**src/design/fcp_defs.vh**
```
// Purpose: Constants of the flash card protocol control block
// Assumes: 250 MHz system clock
// Notes:   Definitions only
`ifndef FCP_DEFS_VH
`define FCP_DEFS_VH
`define FCP_CLK_NS      4
`define FCP_SLEEP_MS    5
`define FCP_SLEEP_CYC   ((`FCP_SLEEP_MS * 1000000 + `FCP_CLK_NS - 1) / `FCP_CLK_NS)
`define FCP_SECTOR      10'h200
`define FCP_BLEN_RST    10'h200
`define FCP_OCR_OK      32'h00ff8000
`define FCP_CSD_FIXED   112'h0000_0000_0000_0000_0000_0000_0000
`define FCP_ERASE_SHIFT 14
`define FCP_CRC_POLY    16'h1021
`define FCP_CMD_GO_IDLE 6'h00
`define FCP_CMD_OPCOND  6'h01
`define FCP_CMD_CSD     6'h09
`define FCP_CMD_STOP    6'h0c
`define FCP_CMD_STATUS  6'h0d
`define FCP_CMD_INACT   6'h0f
`define FCP_CMD_BLEN    6'h10
`define FCP_CMD_RD1     6'h11
`define FCP_CMD_RDN     6'h12
`define FCP_CMD_WR1     6'h18
`define FCP_CMD_WRN     6'h19
`define FCP_CMD_PCSD    6'h1b
`define FCP_CMD_ERS_ST  6'h23
`define FCP_CMD_ERS_END 6'h24
`define FCP_CMD_ERASE   6'h26
`define FCP_E_ILL       0
`define FCP_E_ADDR      1
`define FCP_E_BLEN      2
`define FCP_E_ERSEQ     3
`define FCP_E_WP        4
`define FCP_E_CRC       5
`define FCP_E_FAULT     6
`define FCP_CSD_FILE    15
`define FCP_CSD_COPY    14
`define FCP_CSD_PERM    13
`define FCP_CSD_TEMP    12
`define FCP_ST_IDLE     4'h0
`define FCP_ST_TRAN     4'h4
`define FCP_ST_SEND     4'h5
`define FCP_ST_RECV     4'h6
`define FCP_ST_PROG     4'h7
`endif
```
**src/design/fcp_card_ctrl.v**
```verilog
// Purpose: Card-side command, status, data and protection control
// Assumes: Command decoded upstream on sys_clk; card clock and data sampled
// Notes:   One serial data line, block CRC16, sector ECC byte
`timescale 1ns/1ps
`include "fcp_defs.vh"

// Notes on behaviour
// - Idle 5 ms after an operation puts the card asleep by itself.
// - Any command wakes the card and is answered normally.
// - Unsupported voltage window at negotiation makes the card inactive.
// - Inactive card ignores all traffic until power is cycled.
// - The go-inactive command makes the card inactive the same way.
// - A 32 bit status word with state and error codes goes with answers.
// - Send-status returns the current status word.
// - Blocks are whole numbers of bytes.
// - Each data block carries CRC16, made by sender, checked by receiver.
// - Writes use sector-length, sector-aligned blocks; blocks stay in one sector; the code checks this only for the first block of a multi-block read.
// - Multi-block transfers run on contiguous addresses until a stop command.
// - Sector ECC is made on write, checked on read, fixes applied before sending.
// - Erase is start tag, end tag, then the erase command.
// - Permanent and temporary write protect; permanent never clears; the code clears wp_perm at reset.
// - The copy marker, once set, never clears; the code clears copy_mark at reset.
// - Whole configuration is readable; only its two low bytes are writable.
// - SPI mode shows only 16 status bits holding the errors.
// - SPI mode has no voltage negotiation or identification.
// - SPI read and write commands take byte addresses as in native mode.
// - SPI mode supports single block transfers only.
// - In SPI mode the serial output is held low while a write is busy.
module fcp_card_ctrl #(
  parameter [20:0] SLEEP_CYCLES = `FCP_SLEEP_CYC
) (
  input  wire         sys_clk_in,
  input  wire         rst_n_in,
  input  wire         spi_mode_in,
  input  wire         cmd_valid_in,
  input  wire [5:0]   cmd_index_in,
  input  wire [31:0]  cmd_arg_in,
  input  wire         card_clk_in,
  input  wire         card_data_in,
  input  wire         mem_wr_ready_in,
  input  wire         mem_busy_in,
  input  wire [7:0]   mem_rd_data_in,
  input  wire [7:0]   mem_rd_fix_in,
  input  wire [7:0]   mem_rd_ecc_in,
  output reg          resp_valid_out,
  output reg  [31:0]  resp_status_out,
  output wire [127:0] csd_out,
  output reg          card_serial_output_out,
  output reg  [31:0]  mem_addr_out,
  output wire         mem_wr_valid_out,
  output wire [7:0]   mem_wr_data_out,
  output reg          mem_rd_ready_out,
  output reg  [7:0]   ecc_out,
  output reg          ecc_valid_out,
  output reg          erase_go_out,
  output reg  [31:0]  erase_first_out,
  output reg  [31:0]  erase_last_out,
  output reg          sleep_out,
  output wire         inactive_out
);

  localparam S_IDLE  = 3'd0;
  localparam S_TRAN  = 3'd1;
  localparam S_SEND  = 3'd2;
  localparam S_RECV  = 3'd3;
  localparam S_PROG  = 3'd4;
  localparam S_INACT = 3'd5;

  reg  [2:0]  state;
  reg  [6:0]  err;
  reg  [6:0]  c_err;
  reg         c_ill;
  reg  [9:0]  blocklen;
  reg         multi;
  reg  [20:0] idle_cnt;
  reg         lclk_s1;
  reg         lclk_s2;
  reg         lclk_s3;
  reg         dat_s1;
  reg         dat_s2;
  reg         rx_go;
  reg  [12:0] bcnt;
  reg  [7:0]  rx_sh;
  reg  [7:0]  tx_sh;
  reg         tx_out;
  reg  [15:0] crc;
  reg  [15:0] crc_rx;
  reg  [7:0]  ecc_acc;
  reg         tag_first;
  reg         tag_last;
  reg         wp_perm;
  reg         wp_temp;
  reg         copy_mark;
  reg  [12:0] csd_free;
  reg  [7:0]  b_mem [0:1];
  reg         b_wr;
  reg         b_rd;
  reg  [1:0]  b_cnt;

  wire        l_rise  = lclk_s2 & ~lclk_s3;
  wire        l_fall  = ~lclk_s2 & lclk_s3;
  wire [12:0] dbits   = {blocklen, 3'b000};
  wire        cmd_take = cmd_valid_in && (state != S_INACT);
  wire        busy_st = (state == S_SEND) || (state == S_RECV) || (state == S_PROG);
  wire        wp      = wp_perm | wp_temp;
  wire [10:0] rd_end  = {2'b00, cmd_arg_in[8:0]} + {1'b0, blocklen};
  wire [7:0]  rx_byte = {rx_sh[6:0], dat_s2};
  wire        rx_step = (state == S_RECV) && l_rise && rx_go;
  wire        rx_bdone = rx_step && (bcnt < dbits) && (bcnt[2:0] == 3'd7);
  wire        rx_last = rx_step && (bcnt == dbits + 13'd15);
  wire        crc_bad = rx_last && ({crc_rx[14:0], dat_s2} != crc);
  wire        b_pop   = mem_wr_valid_out && mem_wr_ready_in;
  wire        b_full  = (b_cnt == 2'd2);
  wire        b_push  = rx_bdone && (!b_full || b_pop);
  wire        tx_step = (state == S_SEND) && l_fall;
  wire        tx_load = (bcnt != 13'd0) && (bcnt <= dbits) && (bcnt[2:0] == 3'd1);
  wire [7:0]  rd_fixed = mem_rd_data_in ^ mem_rd_fix_in;
  wire        tx_bit  = tx_load ? rd_fixed[7] : tx_sh[7];
  wire        ecc_bad = tx_step && (bcnt == dbits + 13'd1) && (ecc_acc != mem_rd_ecc_in);
  wire [6:0]  d_err   = {(rx_bdone && !b_push) | ecc_bad, crc_bad, 5'h00};
  wire [6:0]  r_err   = c_err | d_err | ((cmd_index_in == `FCP_CMD_STATUS) ? err : 7'h00);
  wire        rdy     = !b_full && (state != S_PROG);
  reg  [3:0]  st_code;

  assign inactive_out     = (state == S_INACT);
  assign mem_wr_valid_out = (b_cnt != 2'd0);
  assign mem_wr_data_out  = b_mem[b_rd];
  assign csd_out = {`FCP_CSD_FIXED, csd_free[12], copy_mark, wp_perm, wp_temp,
                    csd_free[11:0]};

  function [15:0] crc_step;
    input [15:0] c;
    input        b;
    begin
      crc_step = {c[14:0], 1'b0} ^ ((c[15] ^ b) ? `FCP_CRC_POLY : 16'h0000);
    end
  endfunction

  always @*
  begin
    case (state)
      S_TRAN:  st_code = `FCP_ST_TRAN;
      S_SEND:  st_code = `FCP_ST_SEND;
      S_RECV:  st_code = `FCP_ST_RECV;
      S_PROG:  st_code = `FCP_ST_PROG;
      default: st_code = `FCP_ST_IDLE;
    endcase
  end

  // Checks the command against state, mode, alignment and protection
  always @*
  begin
    c_err = 7'h00;
    c_ill = 1'b0;
    case (cmd_index_in)
      `FCP_CMD_GO_IDLE, `FCP_CMD_STATUS, `FCP_CMD_INACT, `FCP_CMD_CSD,
      `FCP_CMD_PCSD, `FCP_CMD_ERS_ST: c_ill = 1'b0;
      `FCP_CMD_OPCOND: c_ill = spi_mode_in;
      `FCP_CMD_BLEN:
        c_err[`FCP_E_BLEN] = (cmd_arg_in == 32'h0000_0000) ||
                             (cmd_arg_in > {22'h000000, `FCP_SECTOR});
      `FCP_CMD_RD1, `FCP_CMD_RDN:
        c_err[`FCP_E_ADDR] = (rd_end > {1'b0, `FCP_SECTOR});
      `FCP_CMD_WR1, `FCP_CMD_WRN:
      begin
        c_err[`FCP_E_BLEN] = (blocklen != `FCP_SECTOR);
        c_err[`FCP_E_ADDR] = (cmd_arg_in[8:0] != 9'h000);
        c_err[`FCP_E_WP]   = wp;
      end
      `FCP_CMD_ERS_END: c_err[`FCP_E_ERSEQ] = !tag_first;
      `FCP_CMD_ERASE:
      begin
        c_err[`FCP_E_ERSEQ] = !tag_last;
        c_err[`FCP_E_WP]    = wp;
      end
      `FCP_CMD_STOP: c_ill = (state != S_SEND) && (state != S_RECV) && (state != S_PROG);
      default: c_ill = 1'b1;
    endcase
    if (spi_mode_in && ((cmd_index_in == `FCP_CMD_RDN) || (cmd_index_in == `FCP_CMD_WRN)))
      c_ill = 1'b1;
    if (!spi_mode_in && (state == S_IDLE) && (cmd_index_in != `FCP_CMD_GO_IDLE) &&
        (cmd_index_in != `FCP_CMD_OPCOND) && (cmd_index_in != `FCP_CMD_STATUS) &&
        (cmd_index_in != `FCP_CMD_INACT))
      c_ill = 1'b1;
    if (busy_st && (cmd_index_in != `FCP_CMD_STOP) && (cmd_index_in != `FCP_CMD_STATUS))
      c_ill = 1'b1;
    if (c_ill)
      c_err = 7'h01;
  end

  // Two-stage synchronisers for the card clock and data pins
  always @(posedge sys_clk_in)
  begin
    if (!rst_n_in)
    begin
      lclk_s1 <= 1'b0;
      lclk_s2 <= 1'b0;
      lclk_s3 <= 1'b0;
      dat_s1  <= 1'b1;
      dat_s2  <= 1'b1;
    end
    else
    begin
      lclk_s1 <= card_clk_in;
      lclk_s2 <= lclk_s1;
      lclk_s3 <= lclk_s2;
      dat_s1  <= card_data_in;
      dat_s2  <= dat_s1;
    end
  end

  // Two-entry write buffer between the serial receiver and the memory
  always @(posedge sys_clk_in)
  begin
    if (!rst_n_in)
    begin
      b_wr  <= 1'b0;
      b_rd  <= 1'b0;
      b_cnt <= 2'd0;
    end
    else
    begin
      if (b_push)
      begin
        b_mem[b_wr] <= rx_byte;
        b_wr        <= ~b_wr;
      end
      if (b_pop)
        b_rd <= ~b_rd;
      if (b_push && !b_pop)
        b_cnt <= b_cnt + 2'd1;
      else if (b_pop && !b_push)
        b_cnt <= b_cnt - 2'd1;
    end
  end

  // Serial output; busy is shown low while an SPI write is programming
  always @(posedge sys_clk_in)
  begin
    if (!rst_n_in)
      card_serial_output_out <= 1'b1;
    else if (spi_mode_in && (state == S_PROG))
      card_serial_output_out <= 1'b0;
    else
      card_serial_output_out <= (state == S_SEND) ? tx_out : 1'b1;
  end

  always @(posedge sys_clk_in)
  begin
    if (!rst_n_in)
    begin
      state           <= S_IDLE;
      err             <= 7'h00;
      blocklen        <= `FCP_BLEN_RST;
      multi           <= 1'b0;
      idle_cnt        <= 21'd0;
      sleep_out       <= 1'b0;
      rx_go           <= 1'b0;
      bcnt            <= 13'd0;
      rx_sh           <= 8'h00;
      tx_sh           <= 8'h00;
      tx_out          <= 1'b1;
      crc             <= 16'h0000;
      crc_rx          <= 16'h0000;
      ecc_acc         <= 8'h00;
      tag_first       <= 1'b0;
      tag_last        <= 1'b0;
      wp_perm         <= 1'b0;
      wp_temp         <= 1'b0;
      copy_mark       <= 1'b0;
      csd_free        <= 13'h0000;
      resp_valid_out  <= 1'b0;
      resp_status_out <= 32'h0000_0000;
      mem_addr_out    <= 32'h0000_0000;
      mem_rd_ready_out <= 1'b0;
      ecc_out         <= 8'h00;
      ecc_valid_out   <= 1'b0;
      erase_go_out    <= 1'b0;
      erase_first_out <= 32'h0000_0000;
      erase_last_out  <= 32'h0000_0000;
    end
    else
    begin
      resp_valid_out   <= 1'b0;
      mem_rd_ready_out <= 1'b0;
      ecc_valid_out    <= 1'b0;
      erase_go_out     <= 1'b0;
      if (cmd_take)
      begin
        idle_cnt  <= 21'd0;
        sleep_out <= 1'b0;
      end
      else if (((state == S_IDLE) || (state == S_TRAN)) && !sleep_out)
      begin
        if (idle_cnt == SLEEP_CYCLES - 21'd1)
          sleep_out <= 1'b1;
        else
          idle_cnt <= idle_cnt + 21'd1;
      end
      // Data errors win over the clear done by a new command
      err <= (cmd_take ? c_err : err) | d_err;
      if (rx_bdone)
        ecc_acc <= ecc_acc ^ rx_byte;
      if (state == S_RECV && l_rise)
      begin
        if (!rx_go)
        begin
          if (!dat_s2)
          begin
            rx_go <= 1'b1;
            bcnt  <= 13'd0;
          end
        end
        else
        begin
          bcnt <= bcnt + 13'd1;
          if (bcnt < dbits)
          begin
            rx_sh <= rx_byte;
            crc   <= crc_step(crc, dat_s2);
          end
          else
            crc_rx <= {crc_rx[14:0], dat_s2};
          if (rx_last)
          begin
            state         <= S_PROG;
            ecc_out       <= ecc_acc;
            ecc_valid_out <= 1'b1;
          end
        end
      end
      if (state == S_PROG && b_cnt == 2'd0 && !mem_busy_in)
      begin
        if (multi)
        begin
          state        <= S_RECV;
          mem_addr_out <= mem_addr_out + {22'h000000, `FCP_SECTOR};
          rx_go        <= 1'b0;
          crc          <= 16'h0000;
          ecc_acc      <= 8'h00;
        end
        else
          state <= S_TRAN;
      end
      if (tx_step)
      begin
        bcnt <= bcnt + 13'd1;
        if (bcnt == 13'd0)
          tx_out <= 1'b0;
        else if (bcnt <= dbits)
        begin
          tx_out <= tx_bit;
          crc    <= crc_step(crc, tx_bit);
          if (tx_load)
          begin
            tx_sh            <= {rd_fixed[6:0], 1'b0};
            ecc_acc          <= ecc_acc ^ rd_fixed;
            mem_rd_ready_out <= 1'b1;
          end
          else
            tx_sh <= {tx_sh[6:0], 1'b0};
        end
        else if (bcnt <= dbits + 13'd16)
        begin
          tx_out <= crc[15];
          crc    <= {crc[14:0], 1'b0};
        end
        else
        begin
          tx_out  <= 1'b1;
          bcnt    <= 13'd0;
          crc     <= 16'h0000;
          ecc_acc <= 8'h00;
          if (multi)
            mem_addr_out <= mem_addr_out + {22'h000000, blocklen};
          else
            state <= S_TRAN;
        end
      end
      if (cmd_take)
      begin
        resp_valid_out <= 1'b1;
        if (spi_mode_in)
          resp_status_out <= {16'h0000, 9'h000, r_err};
        else
          resp_status_out <= {1'b0, r_err[`FCP_E_ADDR], r_err[`FCP_E_BLEN],
                              r_err[`FCP_E_ERSEQ], 1'b0, r_err[`FCP_E_WP], 2'b00,
                              r_err[`FCP_E_CRC], r_err[`FCP_E_ILL], r_err[`FCP_E_FAULT],
                              8'h00, st_code, rdy, 8'h00};
        if ((cmd_index_in != `FCP_CMD_ERS_ST) && (cmd_index_in != `FCP_CMD_ERS_END) &&
            (cmd_index_in != `FCP_CMD_ERASE) && (cmd_index_in != `FCP_CMD_STATUS))
        begin
          tag_first <= 1'b0;
          tag_last  <= 1'b0;
        end
        if (c_err == 7'h00)
        begin
          case (cmd_index_in)
            `FCP_CMD_GO_IDLE: state <= S_IDLE;
            `FCP_CMD_OPCOND:
              state <= ((cmd_arg_in & `FCP_OCR_OK) == 32'h0000_0000) ? S_INACT : S_TRAN;
            `FCP_CMD_INACT: state <= S_INACT;
            `FCP_CMD_BLEN: blocklen <= cmd_arg_in[9:0];
            `FCP_CMD_RD1, `FCP_CMD_RDN, `FCP_CMD_WR1, `FCP_CMD_WRN:
            begin
              multi        <= (cmd_index_in == `FCP_CMD_RDN) || (cmd_index_in == `FCP_CMD_WRN);
              mem_addr_out <= cmd_arg_in;
              state        <= cmd_index_in[3] ? S_RECV : S_SEND;
              bcnt         <= 13'd0;
              rx_go        <= 1'b0;
              tx_out       <= 1'b1;
              crc          <= 16'h0000;
              ecc_acc      <= 8'h00;
            end
            `FCP_CMD_PCSD:
            begin
              copy_mark <= copy_mark | cmd_arg_in[`FCP_CSD_COPY];
              wp_perm   <= wp_perm | cmd_arg_in[`FCP_CSD_PERM];
              wp_temp   <= cmd_arg_in[`FCP_CSD_TEMP];
              csd_free  <= {cmd_arg_in[`FCP_CSD_FILE], cmd_arg_in[11:0]};
            end
            `FCP_CMD_ERS_ST:
            begin
              tag_first       <= 1'b1;
              tag_last        <= 1'b0;
              erase_first_out <= cmd_arg_in >> `FCP_ERASE_SHIFT;
            end
            `FCP_CMD_ERS_END:
            begin
              tag_last       <= 1'b1;
              erase_last_out <= cmd_arg_in >> `FCP_ERASE_SHIFT;
            end
            `FCP_CMD_ERASE: erase_go_out <= 1'b1;
            `FCP_CMD_STOP:
            begin
              multi <= 1'b0;
              if (state == S_SEND)
                state <= S_TRAN;
              else if (state == S_RECV)
                state <= S_PROG;
            end
            default: multi <= multi;
          endcase
        end
      end
    end
  end

endmodule // fcp_card_ctrl

```
**config.mk**
```make
export PLATFORM = sky130hd
export DESIGN_NAME = fcp_card_ctrl
export DESIGN_NICKNAME = d
export VERILOG_FILES = /design/src/design/fcp_card_ctrl.v
export VERILOG_INCLUDE_DIRS = /design/src /design/src/design
export SDC_FILE = /design/constraint.sdc
export NUM_CORES = 1
export LEC_CHECK = 0
export ABC_CLOCK_PERIOD_IN_PS = 3510
export CORE_UTILIZATION = 50
export CTS_BUF_LIST = sky130_fd_sc_hd__clkbuf_4 sky130_fd_sc_hd__clkbuf_8
export CTS_CLUSTER_DIAMETER = 150
export CTS_CLUSTER_SIZE = 20
export DETAILED_ROUTE_END_ITERATION = 16
export DONT_BUFFER_PORTS = 1
export PLACE_DENSITY = 0.68
export SETUP_SLACK_MARGIN = 0.3
export SLEW_MARGIN = 5
export SYNTH_ARGS = -nofsm -noshare
export SYNTH_HDL_FRONTEND = slang
export SYNTH_SLANG_ARGS = --single-unit
export TNS_END_PERCENT = 50
```
**constraint.sdc**
```tcl
create_clock -name sys_clk_in -period 3.51 [get_ports sys_clk_in]
set_input_delay 0.702 -clock sys_clk_in [delete_from_list [all_inputs] [get_ports sys_clk_in]]
set_output_delay 0.702 -clock sys_clk_in [all_outputs]
set_load 0.01 [all_outputs]
```
==> flow_summary.ini <==
[outcome]
status = finished clean

[place]
io_buffer_count = 0
dpl.hpwl_um = 27500
routability_congestion_estimate = 0.946

[route]
drt_first_iter_violations = 751
drt_antenna_net_count = 0
wire_per_inst_um = 18.1
num_vias = 12132
drc_viols = 0
drtPass1Iterations = 4
routed_wl_um = 38300
avgViaCountPerCell = 5.73

[finish]
synthToLayoutAreaGrowth_pct = 5.59
antennaDiodeCount = 0
layout-drive-gt1-share = 0.104
mostFrequentLayoutCells = dfxtp_1, nor2_1, conb_1
finalNetCount = 1849
most_frequent_standard_cell_in_the_layout_excluding_fill_and_tap_cells = dfxtp_1

[setup_path]
timing.critical_path.from = blocklen[1]
critPathCaptureType = flip-flop
critPathBufInv = 3
timing.rr.start = blocklen[1]
crit_path_max_fanout = 8
crit_required_ns = 3.97
cell_chain_critical_path = buf_8 > clkinvlp_4 > buf_12 > ha_4 > nor2b_1 > o21bai_1 > nand3_1 > a211oi_2 > and2_1 > nor2b_4 > ha_1 > or3_1 > a21oi_1
critical_path_class = flip-flop to flip-flop
cp.depth = 13
r2r_slack_ns = 0.23
critPathMaxStageDelay_ns = 0.40
critPathArrivalTime_ns = 3.74
crit_slowest_cell = dfxtp_4
cpLargestDelayFamily = simple AND/OR/NAND/NOR gates
critical_path.reg2reg.endpoint = b_cnt[1]
worst_setup_path_endpoint = b_cnt[1]
crit_path_launch_type = flip-flop
number_of_cells_on_the_worst_reg_to_reg_path = 13

[grt]
grt_remaining_overflow = 0
global_route.usage.met2 = 0.399
grt_antenna_before_repair = 0
global_route.usage.met3 = 0.0512
grt.total_usage = 0.240
global_route.peak_usage_layer = met2
first_global_vias = 10963
grt_use_met1 = 0.321
grt_pass1_wl_um = 59200
grt_max_degree = 59

[clock_network]
numCtsBuffers = 16
cts.hold.buffers_added = 0
ctsRootBufferMaster = clkbuf_8
cts.path.max_buffers = 3
clock_tree_from_tritoncts = done
insertion_delay_ns = 0.56
h-tree-depth = 1
cts.clk_slew.worst_paths_ns = 0.14
numClockSinks = 254

[pwr]
netSwitchingFraction = 0.248
p_sw_mw = 1.15
p_seq_frac = 0.634
vdd.ir_drop.worst_mv = 0.305
internal_power_mw = 3.47
totalPowerFinal_mw = 4.62
power_per_cell_area_nw_per_um2 = 300
leak_nw = 5.77
power_frac_comb = 0.059
power.share.clock = 0.307

[logic_synthesis]
number_of_warnings_reported_in_the_yosys_synthesis_log = 0
syn-instance-count = 1731
synthesis.area_um2 = 14600
yosysUniqueCellTypes = 79
synth_edf_count = 16
ys_dominant_reg_cell = dfxtp_1
synth_sequential_area_ratio = 0.360
ys_ff_latch = 254
postSynth.asyncResetShare = 0
avgSynthCellArea_um2 = 8.41

[die]
design.die.area_um2 = 29800
core-area_um2 = 28700
start_util = 0.507
dieWidth_um = 173
die_h_um = 173
design.portCount = 350
core.rowCount = 62

[sta]
max_slew_margin = 0.406
fin_worst_hold_slack_ns = 0.239
final_period_minus_worst_setup_slack_ns = 3.28
worst_pin_slew_ns = 0.882
finalSetupViolCount = 0
max_freq_ghz = 0.305
finalSetupTns_ns = 0
slew_viol_final = 0
worst_clock_skew_ns = 0.0411
final_hold_viol_count = 0
grt_setup_unrepaired = true
min_period_over_period = 0.934

[min_path]
hold_path_class = primary input to flip-flop

[job]
drv.max_cap_violation_count = 0
-- worst reg2reg max path, cell delays in order, from the launching register on --
cell and delay, ns:
dfxtp_4 0.40, buf_8 0.14, clkinvlp_4 0.15, buf_12 0.16
ha_4 0.25, nor2b_1 0.13, o21bai_1 0.26, nand3_1 0.18
a211oi_2 0.28, and2_1 0.23, nor2b_4 0.20, ha_1 0.27
or3_1 0.37, a21oi_1 0.16
-- final cells by class --
type                            count  area [um2]
Tap cell                          384         480
Timing Repair Buffer               75         714
Fill cell                        2693       13300
Clock buffer                       20         256
Sequential cell                   254        5260
Inverter                           40         156
Clock inverter                      1        8.76
Multi-Input combinational cell   1342        8490
-- per-stage QoR --
stage          worst slack [ns]   util  std cells  instance area (um2)
2_1_floorplan             0.264      -       1884                15200
3_3_place_gp             0.0872  0.508       2079                14600
3_5_place_dp            0.00750  0.508       2079                14600
4_1_cts                   0.259  0.521       2103                14900
5_1_grt                   0.166  0.535       2116                15400
6_report                  0.232  0.535       2116                15400
-- worst min-delay path by stage --
stage                         to  cells past startpoint  slack [ns]      from
final                     dat_s1                      1        0.24  rst_n_in
after floorplan           dat_s2                      1        0.39    dat_s1
after detailed placement  dat_s2                      1        0.39    dat_s1
after global routing      dat_s2                      1        0.20  rst_n_in
after CTS                 dat_s1                      1        0.20  rst_n_in
after global placement    dat_s2                      1        0.39    dat_s1
-- cell usage after synthesis (all sizes together) (7+ instances only) --
| master | instances | area share |
|---|---|---|
| a211oi | 27 | 0.014 |
| a21oi | 108 | 0.037 |
| a221oi | 10 | 0.0060 |
| a22o | 13 | 0.0078 |
| a22oi | 23 | 0.012 |
| a31oi | 7 | 0.0030 |
| and2 | 11 | 0.0047 |
| and3 | 23 | 0.0099 |
| buf | 178 | 0.090 |
| clkbuf | 70 | 0.018 |
| dfxtp | 238 | 0.33 |
| edfxtp | 16 | 0.033 |
| ha | 48 | 0.041 |
| inv | 40 | 0.010 |
| mux2 | 11 | 0.0085 |
| mux2i | 71 | 0.049 |
| nand2 | 154 | 0.040 |
| nand2b | 15 | 0.0064 |
| nand3 | 58 | 0.020 |
| nand3b | 13 | 0.0067 |
| nand4 | 23 | 0.0099 |
| nor2 | 191 | 0.049 |
| nor2b | 17 | 0.0073 |
| nor3 | 24 | 0.010 |
| nor4 | 26 | 0.012 |
| o211ai | 8 | 0.0041 |
| o21a | 8 | 0.0041 |
| o21ai | 77 | 0.026 |
| o31a | 8 | 0.0048 |
| or3 | 14 | 0.0060 |
| xnor2 | 49 | 0.029 |
| xor2 | 52 | 0.031 |
-- cell families (layout without fill, tap and decap cells) --
family | Yosys count | after routing | share of synthesized area
mux | 82 | 82 | 0.0573
simple gates | 600 | 600 | 0.200
fa+ha+maj | 50 | 50 | 0.0440
compound gates | 355 | 355 | 0.159
flops | 254 | 254 | 0.360
xor+xnor | 101 | 101 | 0.0608
other cells | 1 | 154 | 0.000258
buf+inv | 288 | 136 | 0.118
-- power groups by stage --
stage / combinational [mW] / sequential, mW / clock (mW)
after floorplan: 0.356 / 2.99 / 0
after global placement: 0.254 / 2.99 / 0
after detailed placement: 0.258 / 2.99 / 0
after CTS: 0.259 / 2.93 / 1.46
after global routing: 0.299 / 2.93 / 1.56
final: 0.273 / 2.93 / 1.42
-- sequential cells by signal (all words and copies together), names as in the netlist, 15 cells and up, named ones only --
signal and count:
erase_first_out 18, crc 16, erase_last_out 18, idle_cnt 21, crc_rx 15, b_mem 16
resp_status_out 18, mem_addr_out 32
-- repair_timing --
action                                  4_1_cts  5_1_grt
pin swaps                                    16       29
gates resized for setup                      19       66
setup buffers                                 3        8
gates cloned                                  0        5
endpoints found under the setup margin      113       81
-- metal layers --
layer,routed length [um],part of all wire,vias up
met2,17900,0.47,431
met1,16800,0.44,5855
met4,522,0.014,0
met5,0,0,-
li1,-,-,5802
met3,3010,0.079,44
Note: power is estimated with default switching activity, not from simulation.
